[src/rtl/ubg_regs.vh]
`ifndef UBG_REGS_VH
`define UBG_REGS_VH

// ********
// register offsets (byte addresses)
// ********
`define UBG_ADR_MODE     8'h00
`define UBG_ADR_CTRL     8'h04
`define UBG_ADR_CNT_A    8'h08
`define UBG_ADR_CNT_B    8'h0c
`define UBG_ADR_HIGH_A   8'h10
`define UBG_ADR_LOW_A    8'h14
`define UBG_ADR_HIGH_B   8'h18
`define UBG_ADR_LOW_B    8'h1c
`define UBG_ADR_GAP      8'h20
`define UBG_ADR_STATUS   8'h24

// ********
// field positions and widths
// ********
`define UBG_MODE_W       3
`define UBG_CNT_W        6
`define UBG_TIME_W       11
`define UBG_GAP_W        8
`define UBG_CTRL_TRIG_A  0
`define UBG_CTRL_TRIG_B  1
`define UBG_STAT_BUSY_A  0
`define UBG_STAT_BUSY_B  1
`define UBG_STAT_OUT_A   2
`define UBG_STAT_OUT_B   3

// ********
// configuration codes
// ********
`define UBG_CFG_PP       3'h0
`define UBG_CFG_A_PB     3'h1
`define UBG_CFG_PA_B     3'h2
`define UBG_CFG_A_B      3'h3
`define UBG_CFG_PA_PB    3'h4

// ********
// reset values
// ********
`define UBG_RST_MODE     3'h4
`define UBG_RST_CNT      6'h00
`define UBG_RST_TIME     11'h000
`define UBG_RST_GAP      8'h00

// ********
// timing: 16 MHz count tick from 100 MHz clk
// ********
`define UBG_CLK_MHZ      7'h64
`define UBG_TICK_MHZ     7'h10
`define UBG_ACC_W        7

`endif

[src/rtl/ubg_pulse_gen.v]
`timescale 1ns/1ns

`include "ubg_regs.vh"

// ****************************************
// one burst generator: count pulses of high/low
// ****************************************
module ubg_pulse_gen (
    // clock and reset
    input  wire                     clk,
    input  wire                     arst_n,
    // timing tick and trigger
    input  wire                     tick,
    input  wire                     start,
    // burst settings
    input  wire [`UBG_CNT_W-1:0]    count,
    input  wire [`UBG_TIME_W-1:0]   high_time,
    input  wire [`UBG_TIME_W-1:0]   low_time,
    // state seen by the core
    output wire                     pulse,
    output wire                     busy,
    output wire                     in_low,
    output wire [`UBG_TIME_W-1:0]   elapsed
);

    // one-hot states
    localparam [2:0] ST_IDLE = 3'b001;
    localparam [2:0] ST_HIGH = 3'b010;
    localparam [2:0] ST_LOW  = 3'b100;

    reg [2:0]             state_q;   // current phase
    reg [`UBG_CNT_W-1:0]  left_q;    // pulses still to emit
    reg [`UBG_TIME_W-1:0] timer_q;   // ticks spent in phase
    reg [`UBG_TIME_W-1:0] hi_q;      // high time latched at start
    reg [`UBG_TIME_W-1:0] lo_q;      // low time latched at start

    wire [`UBG_TIME_W-1:0] timer_nx = timer_q + 11'h001;

    // ****************************************
    // phase sequencer
    // ****************************************
    // times latched at start so a rewrite cannot tear a burst
    always @(posedge clk or negedge arst_n) begin
        if (!arst_n) begin
            state_q <= ST_IDLE;
            left_q  <= `UBG_RST_CNT;
            timer_q <= `UBG_RST_TIME;
            hi_q    <= `UBG_RST_TIME;
            lo_q    <= `UBG_RST_TIME;
        end else begin
            case (state_q)
                ST_IDLE: begin
                    // zero count: stays idle, no pulse
                    if (start && count != 6'h00) begin
                        state_q <= ST_HIGH;
                        left_q  <= count;
                        timer_q <= `UBG_RST_TIME;
                        hi_q    <= high_time;
                        lo_q    <= low_time;
                    end
                end
                ST_HIGH: begin
                    if (tick) begin
                        if (timer_nx >= hi_q) begin
                            state_q <= ST_LOW;
                            timer_q <= `UBG_RST_TIME;
                        end else begin
                            timer_q <= timer_nx;
                        end
                    end
                end
                ST_LOW: begin
                    if (tick) begin
                        if (timer_nx >= lo_q) begin
                            timer_q <= `UBG_RST_TIME;
                            left_q  <= left_q - 6'h01;
                            // last pulse done: back to idle
                            if (left_q == 6'h01) begin
                                state_q <= ST_IDLE;
                            end else begin
                                state_q <= ST_HIGH;
                            end
                        end else begin
                            timer_q <= timer_nx;
                        end
                    end
                end
                default: begin
                    state_q <= ST_IDLE;
                end
            endcase
        end
    end

    // outputs straight from state flops
    assign pulse   = state_q[1];
    assign busy    = ~state_q[0];
    assign in_low  = state_q[2];
    assign elapsed = timer_q;

endmodule // ubg_pulse_gen

[src/rtl/ubg_core.v]
// Function
// three-bit field picks one of five configurations
// each output single-ended, push-pull or port-driven
// single-ended uses one output alone
// push-pull alternates both outputs
// port drive passes port level, no timing
// code 000 makes A and B push-pull
// code 000 trigger A starts both outputs
// six-bit pulse count per output
// eleven-bit high/low times in 16 MHz ticks
// push-pull uses A times plus gap time
// code 001 A from generator, B from port
// software times port-driven outputs itself
// code 010 A from port, B from generator
// code 011 both generators run independently
// code 100 both outputs from port bits
// codes 101 to 111 not to be used
// after last pulse output low, generator idle
`timescale 1ns/1ns

`include "ubg_regs.vh"

module ubg_core (
    // clock and reset
    input  wire         clk,
    input  wire         arst_n,
    // register port
    input  wire [7:0]   addr,
    input  wire [15:0]  wdata,
    input  wire         wr_en,
    input  wire         rd_en,
    output reg  [15:0]  rdata,
    // processor port bits, same clock domain
    input  wire         proc_port_bit_a,
    input  wire         proc_port_bit_b,
    // gate drives of the low-side switches
    output reg          gate_out_a,
    output reg          gate_out_b
);

    // ****************************************
    // configuration registers
    // ****************************************
    reg [`UBG_MODE_W-1:0] mode_q;       // burst configuration
    reg [`UBG_CNT_W-1:0]  cnt_a_q;      // pulses per burst, A
    reg [`UBG_CNT_W-1:0]  cnt_b_q;      // pulses per burst, B
    reg [`UBG_TIME_W-1:0] high_time_a;  // A high ticks
    reg [`UBG_TIME_W-1:0] low_time_a;   // A low ticks
    reg [`UBG_TIME_W-1:0] high_time_b;  // B high ticks
    reg [`UBG_TIME_W-1:0] low_time_b;   // B low ticks
    reg [`UBG_GAP_W-1:0]  gap_time;     // push-pull dead ticks

    // ****************************************
    // internal state
    // ****************************************
    reg [`UBG_ACC_W-1:0]  acc_q;        // fractional tick divider
    reg                   tick_q;       // 16 MHz enable pulse
    reg                   trig_a_q;     // trigger A, one cycle
    reg                   trig_b_q;     // trigger B, one cycle
    reg [`UBG_CNT_W-1:0]  pp_left_q;    // push-pull B pulses left
    reg                   pp_on_q;      // push-pull B on last cycle

    // ****************************************
    // decoded configuration
    // ****************************************
    wire cfg_pp   = (mode_q == `UBG_CFG_PP);
    wire cfg_a_pb = (mode_q == `UBG_CFG_A_PB);
    wire cfg_pa_b = (mode_q == `UBG_CFG_PA_B);
    wire cfg_a_b  = (mode_q == `UBG_CFG_A_B);
    wire cfg_pa_pb = (mode_q == `UBG_CFG_PA_PB);

    // generator A runs in codes 000, 001 and 011
    wire use_gen_a = cfg_pp | cfg_a_pb | cfg_a_b;
    // generator B runs only in codes 010 and 011
    wire use_gen_b = cfg_pa_b | cfg_a_b;

    // ****************************************
    // per-generator wiring
    // ****************************************
    wire [1:0]             gen_start;   // start pulse per generator
    wire [1:0]             gen_pulse;   // high phase per generator
    wire [1:0]             gen_busy;    // burst running
    wire [1:0]             gen_low;     // low phase per generator
    wire [`UBG_TIME_W-1:0] gen_el [0:1];  // ticks into phase
    wire [`UBG_CNT_W-1:0]  gen_cnt [0:1]; // pulse count
    wire [`UBG_TIME_W-1:0] gen_hi [0:1];  // high time
    wire [`UBG_TIME_W-1:0] gen_lo [0:1];  // low time

    // a trigger only starts a generator its code uses
    assign gen_start[0] = trig_a_q & use_gen_a;
    assign gen_start[1] = trig_b_q & use_gen_b;
    assign gen_cnt[0]   = cnt_a_q;
    assign gen_cnt[1]   = cnt_b_q;
    assign gen_hi[0]    = high_time_a;
    assign gen_hi[1]    = high_time_b;
    assign gen_lo[0]    = low_time_a;
    assign gen_lo[1]    = low_time_b;

    // ****************************************
    // burst generators A and B
    // ****************************************
    genvar gi;
    generate
        for (gi = 0; gi < 2; gi = gi + 1) begin : g_gen
            ubg_pulse_gen u_gen (
                .clk       (clk),
                .arst_n    (arst_n),
                .tick      (tick_q),
                .start     (gen_start[gi]),
                .count     (gen_cnt[gi]),
                .high_time (gen_hi[gi]),
                .low_time  (gen_lo[gi]),
                .pulse     (gen_pulse[gi]),
                .busy      (gen_busy[gi]),
                .in_low    (gen_low[gi]),
                .elapsed   (gen_el[gi])
            );
        end
    endgenerate

    // ****************************************
    // 16 MHz tick divider
    // ****************************************
    // adds 16 per clk, wraps at 100: 16 ticks per 100 clks
    wire [`UBG_ACC_W-1:0] acc_sum = acc_q + `UBG_TICK_MHZ;

    always @(posedge clk or negedge arst_n) begin
        if (!arst_n) begin
            acc_q  <= 7'h00;
            tick_q <= 1'b0;
        end else begin
            if (acc_sum >= `UBG_CLK_MHZ) begin
                acc_q  <= acc_sum - `UBG_CLK_MHZ;
                tick_q <= 1'b1;
            end else begin
                acc_q  <= acc_sum;
                tick_q <= 1'b0;
            end
        end
    end

    // ****************************************
    // push-pull second output
    // ****************************************
    // B is on inside A's low phase, a gap after A falls
    // and twice the gap before A rises again; no overlap possible
    wire [`UBG_TIME_W:0] el_gap  = {1'b0, gen_el[0]} + {4'h0, gap_time};
    wire [`UBG_TIME_W:0] lo_wide = {1'b0, low_time_a};

    wire pp_window = cfg_pp & gen_low[0]
                   & (gen_el[0] >= {3'h0, gap_time})
                   & (el_gap < lo_wide - {4'h0, gap_time});

    wire pp_on = pp_window & (pp_left_q != 6'h00);

    // counts B pulses of the push-pull pair
    always @(posedge clk or negedge arst_n) begin
        if (!arst_n) begin
            pp_left_q <= `UBG_RST_CNT;
            pp_on_q   <= 1'b0;
        end else begin
            pp_on_q <= pp_on;
            if (gen_start[0] && cfg_pp && !gen_busy[0]) begin
                // trigger A loads B's own count too
                pp_left_q <= cnt_b_q;
            end else if (!cfg_pp || !gen_busy[0]) begin
                // burst over: B stops with A
                pp_left_q <= `UBG_RST_CNT;
            end else if (pp_on_q && !pp_on) begin
                // falling edge of a B pulse
                pp_left_q <= pp_left_q - 6'h01;
            end
        end
    end

    // ****************************************
    // output steering per configuration
    // ****************************************
    reg out_a_d;   // next gate A level
    reg out_b_d;   // next gate B level

    always @* begin
        out_a_d = 1'b0;
        out_b_d = 1'b0;
        case (mode_q)
            `UBG_CFG_PP: begin
                // push-pull pair from generator A timing
                out_a_d = gen_pulse[0];
                out_b_d = pp_on;
            end
            `UBG_CFG_A_PB: begin
                // A single-ended, B from port
                out_a_d = gen_pulse[0];
                out_b_d = proc_port_bit_b;
            end
            `UBG_CFG_PA_B: begin
                // A from port, B single-ended
                out_a_d = proc_port_bit_a;
                out_b_d = gen_pulse[1];
            end
            `UBG_CFG_A_B: begin
                // two independent single-ended outputs
                out_a_d = gen_pulse[0];
                out_b_d = gen_pulse[1];
            end
            `UBG_CFG_PA_PB: begin
                // both follow port bits, no timing
                out_a_d = proc_port_bit_a;
                out_b_d = proc_port_bit_b;
            end
            default: begin
                // reserved codes keep both switches off
                out_a_d = 1'b0;
                out_b_d = 1'b0;
            end
        endcase
    end

    // gate drives from flops; single-ended: one gen per pin
    always @(posedge clk or negedge arst_n) begin
        if (!arst_n) begin
            gate_out_a <= 1'b0;
            gate_out_b <= 1'b0;
        end else begin
            gate_out_a <= out_a_d;
            gate_out_b <= out_b_d;
        end
    end

    // ****************************************
    // register writes
    // ****************************************
    wire wr_ctrl = wr_en & (addr == `UBG_ADR_CTRL);

    // triggers are one-cycle pulses from write-one
    always @(posedge clk or negedge arst_n) begin
        if (!arst_n) begin
            trig_a_q <= 1'b0;
            trig_b_q <= 1'b0;
        end else begin
            trig_a_q <= wr_ctrl & wdata[`UBG_CTRL_TRIG_A];
            trig_b_q <= wr_ctrl & wdata[`UBG_CTRL_TRIG_B];
        end
    end

    // configuration storage
    always @(posedge clk or negedge arst_n) begin
        if (!arst_n) begin
            mode_q      <= `UBG_RST_MODE;
            cnt_a_q     <= `UBG_RST_CNT;
            cnt_b_q     <= `UBG_RST_CNT;
            high_time_a <= `UBG_RST_TIME;
            low_time_a  <= `UBG_RST_TIME;
            high_time_b <= `UBG_RST_TIME;
            low_time_b  <= `UBG_RST_TIME;
            gap_time    <= `UBG_RST_GAP;
        end else if (wr_en) begin
            case (addr)
                `UBG_ADR_MODE: begin
                    mode_q <= wdata[`UBG_MODE_W-1:0];
                end
                `UBG_ADR_CNT_A: begin
                    cnt_a_q <= wdata[`UBG_CNT_W-1:0];
                end
                `UBG_ADR_CNT_B: begin
                    cnt_b_q <= wdata[`UBG_CNT_W-1:0];
                end
                `UBG_ADR_HIGH_A: begin
                    high_time_a <= wdata[`UBG_TIME_W-1:0];
                end
                `UBG_ADR_LOW_A: begin
                    low_time_a <= wdata[`UBG_TIME_W-1:0];
                end
                `UBG_ADR_HIGH_B: begin
                    high_time_b <= wdata[`UBG_TIME_W-1:0];
                end
                `UBG_ADR_LOW_B: begin
                    low_time_b <= wdata[`UBG_TIME_W-1:0];
                end
                `UBG_ADR_GAP: begin
                    gap_time <= wdata[`UBG_GAP_W-1:0];
                end
                default: begin
                    // control and status hold no stored bits
                    mode_q <= mode_q;
                end
            endcase
        end
    end

    // ****************************************
    // register reads
    // ****************************************
    reg [15:0] rd_d;   // read value for the addressed word

    always @* begin
        rd_d = 16'h0000;
        case (addr)
            `UBG_ADR_MODE:   rd_d = {13'h0000, mode_q};
            `UBG_ADR_CTRL:   rd_d = {14'h0000, gen_busy};
            `UBG_ADR_CNT_A:  rd_d = {10'h000, cnt_a_q};
            `UBG_ADR_CNT_B:  rd_d = {10'h000, cnt_b_q};
            `UBG_ADR_HIGH_A: rd_d = {5'h00, high_time_a};
            `UBG_ADR_LOW_A:  rd_d = {5'h00, low_time_a};
            `UBG_ADR_HIGH_B: rd_d = {5'h00, high_time_b};
            `UBG_ADR_LOW_B:  rd_d = {5'h00, low_time_b};
            `UBG_ADR_GAP:    rd_d = {8'h00, gap_time};
            `UBG_ADR_STATUS: rd_d = {12'h000, gate_out_b, gate_out_a, gen_busy};
            default:         rd_d = 16'h0000;
        endcase
    end

    // data stand only in the cycle after the read strobe
    always @(posedge clk or negedge arst_n) begin
        if (!arst_n) begin
            rdata <= 16'h0000;
        end else if (rd_en) begin
            rdata <= rd_d;
        end else begin
            rdata <= 16'h0000;
        end
    end

endmodule // ubg_core

[config.mk]
export PLATFORM = sky130hd
export DESIGN_NAME = ubg_core
export DESIGN_NICKNAME = d
export VERILOG_FILES = /design/src/rtl/ubg_pulse_gen.v /design/src/rtl/ubg_core.v
export VERILOG_INCLUDE_DIRS = /design/src /design/src/rtl
export SDC_FILE = /design/constraint.sdc
export NUM_CORES = 1
export LEC_CHECK = 0
export ABC_AREA = 0
export BUFFER_PORTS_ARGS = -buffer_cell sky130_fd_sc_hd__buf_4
export CORE_ASPECT_RATIO = 0.9
export CORE_MARGIN = 3
export CORE_UTILIZATION = 30
export DETAILED_ROUTE_END_ITERATION = 8
export HOLD_SLACK_MARGIN = 0.02
export MAX_ROUTING_LAYER = met4
export PLACE_DENSITY_LB_ADDON = 0.3
export SKIP_LAST_GASP = 1
export SLEW_MARGIN = 40
export SYNTH_ARGS = -nofsm -noshare
export SYNTH_HDL_FRONTEND = slang
export SYNTH_SLANG_ARGS = --single-unit
[constraint.sdc]
create_clock -name clk -period 4 [get_ports clk]
set_clock_uncertainty 0.15 [all_clocks]
set_input_delay 0 -clock clk [delete_from_list [all_inputs] [get_ports clk]]
set_output_delay 0 -clock clk [all_outputs]
set_load 0.01 [all_outputs]
==> impl_metrics.yaml <==
worst_setup_path:
  crit_path_max_fanout: 6
  crit_buf_inv: 4
  reg2reg_from: "low_time_a[0]"
  slowest_delay_ns: 0.40
  critPathSlowestCell: "dfrtp_1"
  worstPathArrival_ns: 4.04
  path_class: "flip-flop to flip-flop"
  crit_path_start_kind: "flip-flop"
  crit_family: "compound AO/OA/AOI/OAI gates"
  cp_data_required_time_ns: 4.16
  crit_chain: "inv_2 -> ha_1 -> inv_1 -> fa_2 -> a21o_1 -> a21oi_2 -> o21ai_2 -> o311a_1 -> nor2_2 -> xnor2_1 -> ha_1 -> a21o_1 -> a221oi_2 -> nand4b_1 -> buf_4 -> clkbuf_4 -> nor3_1 -> a211oi_2"
  critPathCaptureType: "flip-flop"
  cp-startpoint: "low_time_a[0]"
final_layout:
  fin_nets: 1300
  drive_gt1_frac: 0.173
  area_growth_pct: 17.1
  fillers: 3600
  design_area_um2: 12600
  diodes: 0
clock_tree:
  cts_buffers: 17
  cts_buffer_depth: 2
  path_clk_slew_ns: 0.07
  htreeDepth: 4
  insertion_delay_ns: 0.43
  root_buffer: "clkbuf_16"
  cts_tree: "done"
  cts.sinks: 179
floorplan:
  die_area_um2: 38300
  io_pins: 48
  core-area_um2: 35300
  die_y_um: 186
  num_rows: 65
  initial_core_util: 0.306
  fp.dieW_um: 206
routing:
  avgRoutedWirePerCell_um: 17.8
  vias: 8604
  drt-initial-drc-count: 776
  routed_wl_um: 29500
  drtAntennaViolNets: 0
  dr.pass1.iters: 6
  drc: 0
  post_drt_via_cell_ratio: 5.20
timing:
  layout_setup_ws_ns: 0.126
  finalSetupViolCount: 0
  tightest_slew_ns: 0.781
  period_share: 0.969
  fmax_mhz: 258
  final_hold_viol_count: 0
  fin_setup_tns_ns: 0
  fin_crit_ns: 3.87
  fin_hold_ws_ns: 0.0260
  maxSlewViolCount: 0
  max-slew-margin-rel: 0.475
hold_path:
  worstHoldPathType: "input port to asynchronous set/reset pin"
yosys:
  synth_edf_count: 0
  ys_warn_count: 0
  synth_ff_type: "dfrtp_1"
  yosysTopAreaCell: "dfrtp_1"
  ys_seq_elements: 179
  synth_most_common_cell: "dfrtp_1"
  synth_seq_area_share: 0.415
  async_flop_share: 1.00
  netlist_area_um2: 10800
  ys_types: 78
  syn_inst: 1108
  avgSynthCellArea_um2: 9.75
  ys_top_cells_by_area: "dfrtp_1, ha_1, mux2_2, nand2_1, o21ai_0"
  netlist.area_leader.share: 0.408
  synth_commonest_cells: "dfrtp_1, nand2_1, ha_1"
global_routing:
  grtUsageTotal: 0.162
  grt_pass1_vias: 8314
  antenna_found_initial: 0
  grt_pass1_wl_um: 47100
  grt.overflow.total: 0
  grt_max_degree: 93
place:
  place_ws_ns: 0.0389
  dpl_cell_area_um2: 11700
  hpwl_um: 21900
  io_buffers: 37
  gp_congestion: 0.885
power:
  finalPower_mw: 4.18
  ir_drop_uv: 303
  cellPowerDensity_nw_per_um2: 330
  leakagePower_nw: 5.65
flow_run:
  maxCapViolCount: 0
status:
  outcome: "finished clean"
per-stage QoR:
stage / std cells / util
after floorplan: 1112 / -
after global placement: 1594 / 0.331
after detailed placement: 1595 / 0.331
after CTS: 1653 / 0.356
after global routing: 1656 / 0.358
final: 1656 / 0.358
cell families (layout without fill, tap and decap cells):
group / Yosys count / in the layout / synth area share
XOR/XNOR: 37 / 37 / 0.0300
AND/OR/NAND/NOR: 318 / 318 / 0.144
other: 1 / 5 / 0.000347
flip-flops: 179 / 179 / 0.415
multiplexers: 75 / 75 / 0.0791
AO/OA/AOI/OAI: 280 / 280 / 0.175
buffers and inverters: 124 / 199 / 0.0462
adder cells (fa/ha/maj): 94 / 94 / 0.110
worst register-to-register path, delay by kind of cell, from the launching register on:
family | cells | cell delay, ns
buffers and inverters | 4 | 0.49
AOI/OAI and AO/OA | 7 | 1.27
and+or+nand+nor | 3 | 0.55
adders and majority gates | 3 | 0.77
DFF | 1 | 0.40
xor gates and xnor gates | 1 | 0.13
flip-flops by register name, summed over array words and instances, names as in the netlist:
signal / cells
acc_q: 5
cnt_a_q: 6
cnt_b_q: 6
g_gen.u_gen.elapsed: 22
g_gen.u_gen.hi_q: 22
g_gen.u_gen.left_q: 12
g_gen.u_gen.lo_q: 22
g_gen.u_gen.state_q: 6
gap_time: 8
gate_out_a: 1
gate_out_b: 1
high_time_a: 11
high_time_b: 11
low_time_a: 11
low_time_b: 11
mode_q: 3
pp_left_q: 6
pp_on_q: 1
rdata: 11
tick_q: 1
trig_a_q: 1
trig_b_q: 1
report_power, final:
group / total [mW] / switching, mW / internal, mW
Clock: 1.76 / 0.739 / 1.02
Sequential: 1.93 / 0.0723 / 1.86
Combinational: 0.490 / 0.266 / 0.224
final timing paths:
kind | slack [ns] | end | depth (start not counted)
hold / removal | 0.03 | g_gen[0].u_gen.left_q[0] | 3
hold reg to reg | 0.36 | g_gen[1].u_gen.left_q[5] | 1
min in group clk | 0.09 | rdata[2] | 4
setup reg to reg | 0.13 | pp_left_q[3] | 18
max in group asynchronous | 2.85 | low_time_b[9] | 4
setup / recovery | 0.13 | pp_left_q[3] | 18
routing by layer:
layer / up-vias / wire (um) / global-route usage / part of all wire
li1: 4121 / - / - / -
met1: 4215 / 14800 / 0.235 / 0.50
met2: 244 / 12700 / 0.234 / 0.43
met3: 24 / 1620 / 0.0294 / 0.055
met4: 0 / 354 / 0.0402 / 0.012
met5: - / 0 / - / 0
cells in the final DEF, fill, tap and decap left out, drive strengths merged, types with 6 or more instances in the layout:
cell type / count
xor2: 12
nand4: 6
nand2b: 12
buf: 61
and3: 13
dfrtp: 176
o21ai: 77
a22oi: 17
nand3: 25
nor4: 9
a22o: 11
clkbuf: 21
nor2b: 17
a222oi: 7
nand2: 118
mux2: 73
a211oi: 13
a31oi: 13
ha: 92
inv: 82
o22ai: 6
a21oi: 59
a21o: 9
dlygate4sd3: 28
nor2: 67
o211ai: 14
nor3: 19
and2: 7
xnor2: 25
cell type report:
cell class                      instances  area (um2)  share of cell area
Multi-Input combinational cell        809        5880               0.465
Sequential cell                       179        4480               0.354
Timing Repair Buffer                   90         798              0.0631
Tap cell                              469         587              0.0464
Clock buffer                           20         457              0.0361
Inverter                               79         297              0.0234
Clock inverter                         10         148              0.0117
what timing repair did:
| item | CTS | global route |
|---|---|---|
| setup endpoints to repair | 0 | 13 |
| hold endpoints to repair | 174 | 0 |
| hold buffers | 28 | 0 |
| buffers inserted | 0 | 2 |
| resized for setup | 0 | 16 |
Power figures use the tool's default switching activity.
